`src/hw/timer_pwm_pkg.sv`:
```
package timer_pwm_pkg;
   // ***************************************************
   // Register offsets
   // ***************************************************
   localparam logic [11:0] OFS_CMP_HIGH  = 12'hF04;
   localparam logic [11:0] OFS_CMP_LOW   = 12'hF05;
   localparam logic [11:0] OFS_CTL_FIRST = 12'hF06;
   localparam logic [11:0] OFS_CTL_SECOND = 12'hF07;
   localparam logic [11:0] OFS_IRQ_STAT  = 12'hF08;
   localparam logic [11:0] OFS_IRQ_MASK  = 12'hF09;
   // ***************************************************
   // Field positions, first control register
   // ***************************************************
   localparam int MODE_HI_BIT   = 7;
   localparam int CFG_HI_BIT    = 6;
   localparam int CFG_LO_BIT    = 5;
   localparam int INSEL_BIT     = 4;
   localparam int DELAY_HI_BIT  = 3;
   localparam int DELAY_LO_BIT  = 1;
   localparam int CAPFLAG_BIT   = 0;
   // ***************************************************
   // Field positions, second control register
   // ***************************************************
   localparam int ENABLE_BIT    = 7;
   localparam int POL_BIT       = 6;
   // ***************************************************
   // Status bits
   // ***************************************************
   localparam int ST_RELOAD     = 0;
   localparam int ST_GATE       = 1;
   localparam int ST_CAPTURE    = 2;
   localparam int ST_WIDTH      = 3;
   // ***************************************************
   // Reset values
   // ***************************************************
   localparam logic [7:0] RST_BYTE  = 8'h00;
   localparam logic [2:0] RST_STAT  = 3'h0;
   // ***************************************************
   // Interrupt field codes and modes
   // ***************************************************
   localparam logic [1:0] CFG_DISABLE_OR_GATE = 2'h2;
   localparam logic [1:0] CFG_RELOAD_ONLY     = 2'h3;
   localparam logic [3:0] MODE_GATED     = 4'h6;
   localparam logic [3:0] MODE_CAPTURE   = 4'h4;
   localparam logic [3:0] MODE_CAPCMP    = 4'h7;
   localparam logic [3:0] MODE_CAPRST    = 4'hB;
   // ***************************************************
   // Dead time
   // ***************************************************
   localparam int DELAY_CNT_W = 8;
   typedef enum logic [2:0] {
      DT_IDLE = 3'b001,
      DT_WAIT = 3'b010,
      DT_ON   = 3'b100
   } dead_state_t;
endpackage

```
`src/hw/dead_time_if.sv`:
```
`timescale 1ns/1ns
interface dead_time_if;
   logic       pwmLevel;
   logic [2:0] delayCode;
   logic       outTrue;
   logic       outComp;
   modport ctrl (output pwmLevel, output delayCode,
                 input outTrue, input outComp);
   modport gen  (input pwmLevel, input delayCode,
                 output outTrue, output outComp);
endinterface

```
`src/hw/dead_time_gen.sv`:
```
`timescale 1ns/1ns
module dead_time_gen (
   input  wire logic mclk,
   input  wire logic resetn,
   dead_time_if.gen  dt
);
   // ***************************************************
   // One delayed channel per phase
   // ***************************************************
   logic [1:0] chanOut;
   genvar g;
   generate
      for (g = 0; g < 2; g = g + 1) begin : chan
         timer_pwm_pkg::dead_state_t state_reg;
         logic [timer_pwm_pkg::DELAY_CNT_W-1:0] cnt_reg;
         logic [timer_pwm_pkg::DELAY_CNT_W-1:0] target;
         logic want;
         // Zero code lands in DT_ON the very next cycle
         assign target = (dt.delayCode == 3'h0) ? 8'h00 :
            8'(8'h01 << dt.delayCode);
         assign want = (g == 0) ? dt.pwmLevel : ~dt.pwmLevel;
         always_ff @(posedge mclk) begin
            if (!resetn) begin
               state_reg <= timer_pwm_pkg::DT_IDLE;
               cnt_reg   <= 8'h00;
            end else begin
               case (state_reg)
                  timer_pwm_pkg::DT_IDLE: begin
                     cnt_reg <= 8'h00;
                     if (want) begin
                        state_reg <= (target == 8'h00) ?
                           timer_pwm_pkg::DT_ON : timer_pwm_pkg::DT_WAIT;
                     end
                  end
                  timer_pwm_pkg::DT_WAIT: begin
                     if (!want) begin
                        state_reg <= timer_pwm_pkg::DT_IDLE;
                     end else if (cnt_reg == target - 8'h01) begin
                        state_reg <= timer_pwm_pkg::DT_ON;
                     end else begin
                        cnt_reg <= cnt_reg + 8'h01;
                     end
                  end
                  timer_pwm_pkg::DT_ON: begin
                     // Deassert at once; only assertion is delayed
                     if (!want) begin
                        state_reg <= timer_pwm_pkg::DT_IDLE;
                     end
                  end
                  default: state_reg <= timer_pwm_pkg::DT_IDLE;
               endcase
            end
         end
         assign chanOut[g] = (state_reg == timer_pwm_pkg::DT_ON);
      end
   endgenerate
   assign dt.outTrue = chanOut[0];
   assign dt.outComp = chanOut[1];
endmodule

```
`src/hw/irq_source_select.sv`:
```
`timescale 1ns/1ns
module irq_source_select (
   input  wire logic [3:0] mode,
   input  wire logic [1:0] cfg,
   input  wire logic       reloadEvt,
   input  wire logic       gateEvt,
   input  wire logic       captureEvt,
   output logic            reloadIrq,
   output logic            gateIrq,
   output logic            captureIrq
);
   logic isGated;
   logic isCapture;
   assign isGated   = (mode == timer_pwm_pkg::MODE_GATED);
   assign isCapture = (mode == timer_pwm_pkg::MODE_CAPTURE) ||
                      (mode == timer_pwm_pkg::MODE_CAPCMP) ||
                      (mode == timer_pwm_pkg::MODE_CAPRST);
   always_comb begin
      reloadIrq  = 1'b0;
      gateIrq    = 1'b0;
      captureIrq = 1'b0;
      if (isGated) begin
         reloadIrq = reloadEvt &
            (cfg != timer_pwm_pkg::CFG_DISABLE_OR_GATE);
         gateIrq = gateEvt &
            (cfg != timer_pwm_pkg::CFG_RELOAD_ONLY);
      end else if (isCapture) begin
         reloadIrq = reloadEvt &
            (cfg != timer_pwm_pkg::CFG_DISABLE_OR_GATE);
         captureIrq = captureEvt &
            (cfg != timer_pwm_pkg::CFG_RELOAD_ONLY);
      end else begin
         reloadIrq = reloadEvt &
            (cfg != timer_pwm_pkg::CFG_DISABLE_OR_GATE);
      end
   end
endmodule

```
`src/hw/timer_pwm_cfg.sv`:
```
// Implementation choice: the strobed register port.
`timescale 1ns/1ns
// Functional notes
// - Two compare byte registers, reset zero
// - First control bit 7 is mode MSB
// - Plain modes: reload interrupts unless field 10
// - Gated mode: reload and/or inactive gate edge
// - Capture modes: reload and/or capture events
// - Input select: pin or comparator output
// - Dead time 0 or 2^code cycles
// - Read-only flag: last interrupt was capture
// - Disabled timer output equals polarity bit
module timer_pwm_cfg (
   input  wire logic        mclk,
   input  wire logic        resetn,
   input  wire logic [11:0] regAddr,
   input  wire logic [7:0]  regWdata,
   input  wire logic        regWrite,
   input  wire logic        regRead,
   output logic      [7:0]  regRdata,
   input  wire logic        timerInPin,
   input  wire logic        comparatorOut,
   input  wire logic        reloadEvt,
   input  wire logic        gateEvt,
   input  wire logic        captureEvt,
   input  wire logic        pwmMatchLevel,
   output logic      [15:0] compareValue,
   output logic      [3:0]  operatingModeCode,
   output logic      [1:0]  interruptSourceConfig,
   output logic             timerInput,
   output logic             timerOut,
   output logic             timerOutComp,
   output logic             timerIrq,
   output logic             irqOut
);
   // ***************************************************
   // Registers
   // ***************************************************
   logic [7:0] cmpHigh_reg;
   logic [7:0] cmpLow_reg;
   logic       modeHi_reg;
   logic [1:0] cfg_reg;
   logic       inSel_reg;
   logic [2:0] delay_reg;
   logic       capFlag_reg;
   logic [2:0] modeLo_reg;
   logic       enable_reg;
   logic       pol_reg;
   logic [2:0] ctl2Rest_reg;
   logic [timer_pwm_pkg::ST_WIDTH-1:0] stat_reg;
   logic [timer_pwm_pkg::ST_WIDTH-1:0] mask_reg;
   logic [timer_pwm_pkg::ST_WIDTH-1:0] stat_next;
   logic [7:0] rdata_next;
   logic       pinMeta_reg;
   logic       pinSync_reg;
   logic       cmpMeta_reg;
   logic       cmpSync_reg;
   logic       reloadIrq;
   logic       gateIrq;
   logic       captureIrq;
   logic       outTrue_reg;
   logic       outComp_reg;
   logic       timerIrq_reg;
   dead_time_if dtBus ();

   // ***************************************************
   // Register writes
   // ***************************************************
   always_ff @(posedge mclk) begin
      if (!resetn) begin
         cmpHigh_reg <= timer_pwm_pkg::RST_BYTE;
         cmpLow_reg  <= timer_pwm_pkg::RST_BYTE;
      end else if (regWrite) begin
         if (regAddr == timer_pwm_pkg::OFS_CMP_HIGH) begin
            cmpHigh_reg <= regWdata;
         end
         if (regAddr == timer_pwm_pkg::OFS_CMP_LOW) begin
            cmpLow_reg <= regWdata;
         end
      end
   end

   always_ff @(posedge mclk) begin
      if (!resetn) begin
         modeHi_reg <= 1'b0;
         cfg_reg    <= 2'h0;
         inSel_reg  <= 1'b0;
         delay_reg  <= 3'h0;
      end else if (regWrite &&
                   regAddr == timer_pwm_pkg::OFS_CTL_FIRST) begin
         // Capture flag bit is read-only, write ignored
         modeHi_reg <= regWdata[timer_pwm_pkg::MODE_HI_BIT];
         cfg_reg    <= regWdata[timer_pwm_pkg::CFG_HI_BIT:
                                timer_pwm_pkg::CFG_LO_BIT];
         inSel_reg  <= regWdata[timer_pwm_pkg::INSEL_BIT];
         delay_reg  <= regWdata[timer_pwm_pkg::DELAY_HI_BIT:
                                timer_pwm_pkg::DELAY_LO_BIT];
      end
   end

   always_ff @(posedge mclk) begin
      if (!resetn) begin
         enable_reg   <= 1'b0;
         pol_reg      <= 1'b0;
         ctl2Rest_reg <= 3'h0;
         modeLo_reg   <= 3'h0;
      end else if (regWrite &&
                   regAddr == timer_pwm_pkg::OFS_CTL_SECOND) begin
         enable_reg   <= regWdata[timer_pwm_pkg::ENABLE_BIT];
         pol_reg      <= regWdata[timer_pwm_pkg::POL_BIT];
         ctl2Rest_reg <= regWdata[5:3];
         modeLo_reg   <= regWdata[2:0];
      end
   end

   always_ff @(posedge mclk) begin
      if (!resetn) begin
         mask_reg <= timer_pwm_pkg::RST_STAT;
      end else if (regWrite &&
                   regAddr == timer_pwm_pkg::OFS_IRQ_MASK) begin
         mask_reg <= regWdata[timer_pwm_pkg::ST_WIDTH-1:0];
      end
   end

   // ***************************************************
   // Mode, compare and input select
   // ***************************************************
   assign operatingModeCode = {modeHi_reg, modeLo_reg};
   assign interruptSourceConfig = cfg_reg;
   assign compareValue = {cmpHigh_reg, cmpLow_reg};

   // Both sources are asynchronous to mclk
   always_ff @(posedge mclk) begin
      if (!resetn) begin
         pinMeta_reg <= 1'b0;
         pinSync_reg <= 1'b0;
         cmpMeta_reg <= 1'b0;
         cmpSync_reg <= 1'b0;
      end else begin
         pinMeta_reg <= timerInPin;
         pinSync_reg <= pinMeta_reg;
         cmpMeta_reg <= comparatorOut;
         cmpSync_reg <= cmpMeta_reg;
      end
   end
   assign timerInput = inSel_reg ? cmpSync_reg : pinSync_reg;

   // ***************************************************
   // Interrupt sources
   // ***************************************************
   irq_source_select irqSel (
      .mode       (operatingModeCode),
      .cfg        (cfg_reg),
      .reloadEvt  (reloadEvt),
      .gateEvt    (gateEvt),
      .captureEvt (captureEvt),
      .reloadIrq  (reloadIrq),
      .gateIrq    (gateIrq),
      .captureIrq (captureIrq)
   );

   always_ff @(posedge mclk) begin
      if (!resetn) begin
         timerIrq_reg <= 1'b0;
      end else begin
         timerIrq_reg <= reloadIrq | gateIrq | captureIrq;
      end
   end
   assign timerIrq = timerIrq_reg;

   // Flag follows the cause of the latest interrupt only
   always_ff @(posedge mclk) begin
      if (!resetn) begin
         capFlag_reg <= 1'b0;
      end else if (captureIrq) begin
         capFlag_reg <= 1'b1;
      end else if (reloadIrq | gateIrq) begin
         capFlag_reg <= 1'b0;
      end
   end

   // Set wins over a write-one clear in the same cycle
   always_comb begin
      stat_next = stat_reg;
      if (regWrite && regAddr == timer_pwm_pkg::OFS_IRQ_STAT) begin
         stat_next = stat_reg & ~regWdata[timer_pwm_pkg::ST_WIDTH-1:0];
      end
      stat_next[timer_pwm_pkg::ST_RELOAD] =
         stat_next[timer_pwm_pkg::ST_RELOAD] | reloadIrq;
      stat_next[timer_pwm_pkg::ST_GATE] =
         stat_next[timer_pwm_pkg::ST_GATE] | gateIrq;
      stat_next[timer_pwm_pkg::ST_CAPTURE] =
         stat_next[timer_pwm_pkg::ST_CAPTURE] | captureIrq;
   end

   always_ff @(posedge mclk) begin
      if (!resetn) begin
         stat_reg <= timer_pwm_pkg::RST_STAT;
      end else begin
         stat_reg <= stat_next;
      end
   end
   assign irqOut = |(stat_reg & mask_reg);

   // ***************************************************
   // Dead time and output
   // ***************************************************
   assign dtBus.pwmLevel  = pwmMatchLevel & enable_reg;
   assign dtBus.delayCode = delay_reg;

   dead_time_gen deadTime (
      .mclk   (mclk),
      .resetn (resetn),
      .dt     (dtBus.gen)
   );

   always_ff @(posedge mclk) begin
      if (!resetn) begin
         outTrue_reg <= 1'b0;
         outComp_reg <= 1'b0;
      end else if (!enable_reg) begin
         outTrue_reg <= pol_reg;
         outComp_reg <= ~pol_reg;
      end else begin
         outTrue_reg <= dtBus.outTrue ^ pol_reg;
         // Same sense as the true phase, so both rest at pol_reg during dead time
         outComp_reg <= dtBus.outComp ^ pol_reg;
      end
   end
   assign timerOut     = outTrue_reg;
   assign timerOutComp = outComp_reg;

   // ***************************************************
   // Register reads
   // ***************************************************
   always_comb begin
      rdata_next = 8'h00;
      case (regAddr)
         timer_pwm_pkg::OFS_CMP_HIGH:  rdata_next = cmpHigh_reg;
         timer_pwm_pkg::OFS_CMP_LOW:   rdata_next = cmpLow_reg;
         timer_pwm_pkg::OFS_CTL_FIRST: rdata_next =
            {modeHi_reg, cfg_reg, inSel_reg, delay_reg, capFlag_reg};
         timer_pwm_pkg::OFS_CTL_SECOND: rdata_next =
            {enable_reg, pol_reg, ctl2Rest_reg, modeLo_reg};
         timer_pwm_pkg::OFS_IRQ_STAT:  rdata_next = {5'h00, stat_reg};
         timer_pwm_pkg::OFS_IRQ_MASK:  rdata_next = {5'h00, mask_reg};
         default:                      rdata_next = 8'h00;
      endcase
   end

   always_ff @(posedge mclk) begin
      if (!resetn) begin
         regRdata <= 8'h00;
      end else if (regRead) begin
         regRdata <= rdata_next;
      end else begin
         regRdata <= 8'h00;
      end
   end
endmodule

```
`config.mk`:
```
export PLATFORM = sky130hd
export DESIGN_NAME = timer_pwm_cfg
export DESIGN_NICKNAME = d
export VERILOG_FILES = /design/src/hw/timer_pwm_pkg.sv /design/src/hw/dead_time_if.sv /design/src/hw/dead_time_gen.sv /design/src/hw/irq_source_select.sv /design/src/hw/timer_pwm_cfg.sv
export SDC_FILE = /design/constraint.sdc
export NUM_CORES = 1
export LEC_CHECK = 0
export ABC_AREA = 1
export BUFFER_PORTS_ARGS = -buffer_cell sky130_fd_sc_hd__buf_2
export CAP_MARGIN = 20
export CORE_MARGIN = 1.5
export CORE_UTILIZATION = 50
export CTS_CLUSTER_SIZE = 12
export DETAILED_ROUTE_END_ITERATION = 7
export GPL_ROUTABILITY_DRIVEN = 0
export PLACE_DENSITY = 0.82
export SKIP_LAST_GASP = 1
export SYNTH_ARGS = -nofsm -noshare
export SYNTH_HDL_FRONTEND = slang
export SYNTH_HIERARCHICAL = 1
export SYNTH_SLANG_ARGS = --single-unit
```
`constraint.sdc`:
```
create_clock -name mclk -period 2.03 [get_ports mclk]
set_input_delay 0.1015 -clock mclk [delete_from_list [all_inputs] [get_ports mclk]]
set_output_delay 0.1015 -clock mclk [all_outputs]
set_load 0.05 [all_outputs]
```
==> flow_summary_export.csv <==
group,metric,value,unit
sta,setup_viol,0,
grt,grt_use_total,26.0,%
clock_tree,clockBufferDepth,2,
logic_synthesis,ys_seq_area_share,36.2,%
logic_synthesis,synth_area,4150,sq um
floorplanning,initial_core_util,51.1,%
sta,tns,0,ns
hold_path,hold_path_class,"in2reg",
routing,drt_iter0_drc,328,
sta,worstMarginPinSlew,0.638,ns
critical_path,critPathLaunchType,"flip-flop",
sta,finalCritPeriodShare,98.4,%
sta,whs,0.0395,ns
floorplanning,core_region_area,8130,sq um
routing,met2_length,5.70,mm
critical_path,critPathSlowestCell,"dfxtp_4",
critical_path,critPathKind,"reg2reg",
flow_run,cap_violations,0,
grt,grt_max_degree,28,
grt,grt-ovfl-total,0,
floorplanning,io_pins,65,
routing,met1_length,4.59,mm
sta,rsz0062_at_grt,"yes",
logic_synthesis,synthCells,611,
cells_and_area,final_cell_mix,"nand2_1 (94), dfxtp_1 (72), inv_1 (70)",
grt,antenna_found_initial,0,
logic_synthesis,syn-num-nets,648,
placed_design,portBuffers,64,
sta,worst_clock_skew,0.0107,ns
routing,drt_first_pass_iters,5,
critical_path,cp-end-kind,"flip-flop",
routing,vias,4468,
power,p_leak,2.16,nW
floorplanning,dieHeight,94.1,microns
critical_path,path_common_cell,"inv_2",
critical_path,required,2.30,ns
cells_and_area,antennaDiodeCount,0,
routing,routed_wl,11.4,mm
sta,min_period,2.00,ns
clock_tree,insertion_delay,0.36,ns
routing,drt-wirelength-per-cell,14.4,microns
grt,grt_pass1_wl,18.3,mm
routing,top_layer_used,"met4",
sta,slew_violations,0,
placed_design,dp_cells,775,
cells_and_area,final_util,61.0,%
floorplanning,die-area,8860,sq um
critical_path,crit_family,"simple AND/OR/NAND/NOR gates",
cells_and_area,drive_gt1_share,22.6,%
clock_tree,h-tree-depth,3,
critical_path,critPathMaxFanout,7,
sta,hold_viol_final,0,
routing,ant_nets,0,
critical_path,cpPeakStageDelay,0.37,ns
run_status,outcome,"completed",
sta,relSlewSlack,57.2,%
cells_and_area,fin_cells,796,
logic_synthesis,synth.avg_cell_area,6.80,sq um
power,ir_drop,0.340,mV
floorplanning,std_cell_rows,33,
routing,wl_met3,874,microns
routing,drcViolationCount,0,
cells_and_area,layout_commonest_cell,"nand2_1",
clock_tree,cts.sinks,75,
cells_and_area,nets,723,
clock_tree,clk_transition_reported_paths,0.10,ns
logic_synthesis,yosysWarnings,6,
logic_synthesis,synthDistinctLibCells,39,
floorplanning,chipWidth,94.1,microns
power,power_density,711,nW/um^2
cells_and_area,fill_cells,720,
routing,via_per_inst,5.61,
placed_design,dp_hpwl,8.25,mm
critical_path,cp_cell_sequence,"inv_2 > nand3_2 > ha_4 > inv_2 > nand3_1 > nand2_2 > nand2_1 > nand2_1 > nand3_2 > nor2_4 > nand4_4 > nand2_4 > inv_2 > nor2_1 > nor2_1",
critical_path,cp_num_buf_inv,3,
sta,fmax,501,MHz
cells_and_area,area_delta_synth_final,19.5,%
grt,grt_pass1_vias,4111,
logic_synthesis,ys_seq_elements,75,
clock_tree,cts_root_buf,"clkbuf_8",
clock_tree,cts_buffers,9,
critical_path,critPathArrivalTime,2.27,ns
clock_tree,cts_tree,"built",
cells_and_area,largest_reg_flops,16,
==> worst reg2reg max path, stage by stage (launching register included) <==
cell and delay (ns):
dfxtp_4 0.37, inv_2 0.06, nand3_2 0.09, ha_4 0.20, inv_2 0.07, nand3_1 0.08
nand2_2 0.09, nand2_1 0.07, nand2_1 0.08, nand3_2 0.09, nor2_4 0.18, nand4_4 0.17
nand2_4 0.16, inv_2 0.06, nor2_1 0.10, nor2_1 0.04
==> area by class of cell <==
class	instances	area (sq um)	share of cell area [%]
Tap cell	105	131	2.65
Clock inverter	7	80.1	1.61
Clock buffer	9	124	2.50
Multi-Input combinational cell	431	2310	46.5
Inverter	84	318	6.41
Sequential cell	75	1510	30.4
Timing Repair Buffer	85	494	9.96
==> metrics by stage <==
| step | cell area [sq um] | power, mW | worst slack, ns |
|---|---|---|---|
| floorplan | 4170 | 2.15 | 0.0114 |
| CTS | 4860 | 3.50 | 0.00777 |
| finish | 4960 | 3.53 | 0.0335 |
| global placement | 4620 | 2.29 | 0.0954 |
| global route | 4960 | 3.72 | -0.149 |
| detailed placement | 4620 | 2.33 | -0.0533 |
==> path summary, 6_finish.rpt <==
check	from	to	slack (ns)	cells after the start
setup / recovery	delay_reg[0]	deadTime/chan[0].cnt_reg[0]	0.03	15
hold / removal	regWdata[3]	cmpHigh_reg[3]	0.04	3
setup reg to reg	delay_reg[0]	deadTime/chan[0].cnt_reg[0]	0.03	15
hold reg to reg	pinMeta_reg	pinSync_reg	0.43	2
==> where the power goes <==
part	switching (mW)	internal, mW
registers	0.0838	1.55
logic	0.498	0.221
clock network	0.688	0.490
==> what timing repair did <==
action | 4_1_cts | 5_1_grt
hold buffers | 2 | 0
gates resized for setup | 3 | 28
pin swaps | 3 | 11
setup endpoints to repair | 10 | 20
hold endpoints to repair | 2 | 0
setup buffers | 0 | 3
cloned | 0 | 0
==> cell usage after synthesis (all sizes together) <==
| cell type | number | share of area (%) |
|---|---|---|
| a21oi | 48 | 6.0 |
| nor4 | 1 | 0.15 |
| a21boi | 1 | 0.18 |
| clkbuf | 9 | 0.84 |
| o22ai | 1 | 0.15 |
| nor3 | 21 | 3.1 |
| inv | 80 | 7.2 |
| xnor2 | 3 | 0.63 |
| o21a | 1 | 0.18 |
| a31oi | 4 | 0.60 |
| nor2 | 78 | 8.0 |
| o311ai | 1 | 0.21 |
| nand3 | 73 | 9.6 |
| nand2 | 106 | 9.9 |
| buf | 12 | 1.9 |
| nand3b | 3 | 0.54 |
| xor2 | 7 | 1.5 |
| nand4 | 29 | 4.7 |
| ha | 7 | 2.1 |
| dfxtp | 75 | 36 |
| clkinv | 4 | 0.36 |
| o21ai | 44 | 5.3 |
| nor3b | 2 | 0.48 |
| a31o | 1 | 0.21 |
==> layer usage <==
| metal | vias to the layer above | track usage (%) |
|---|---|---|
| met3 | 40 | 4.53 |
| met4 | 0 | 9.83 |
| li1 | 2175 | - |
| met5 | - | 0 |
| met1 | 2028 | 29.9 |
| met2 | 225 | 47.8 |
==> kinds of logic after synthesis <==
group | synth area share, %
buffers and inverters | 10.4
AO/OA/AOI/OAI | 12.8
XOR/XNOR | 2.11
flip-flops | 36.2
adder cells (fa/ha/maj) | 2.11
AND/OR/NAND/NOR | 36.5
Power figures use the tool's default switching activity.
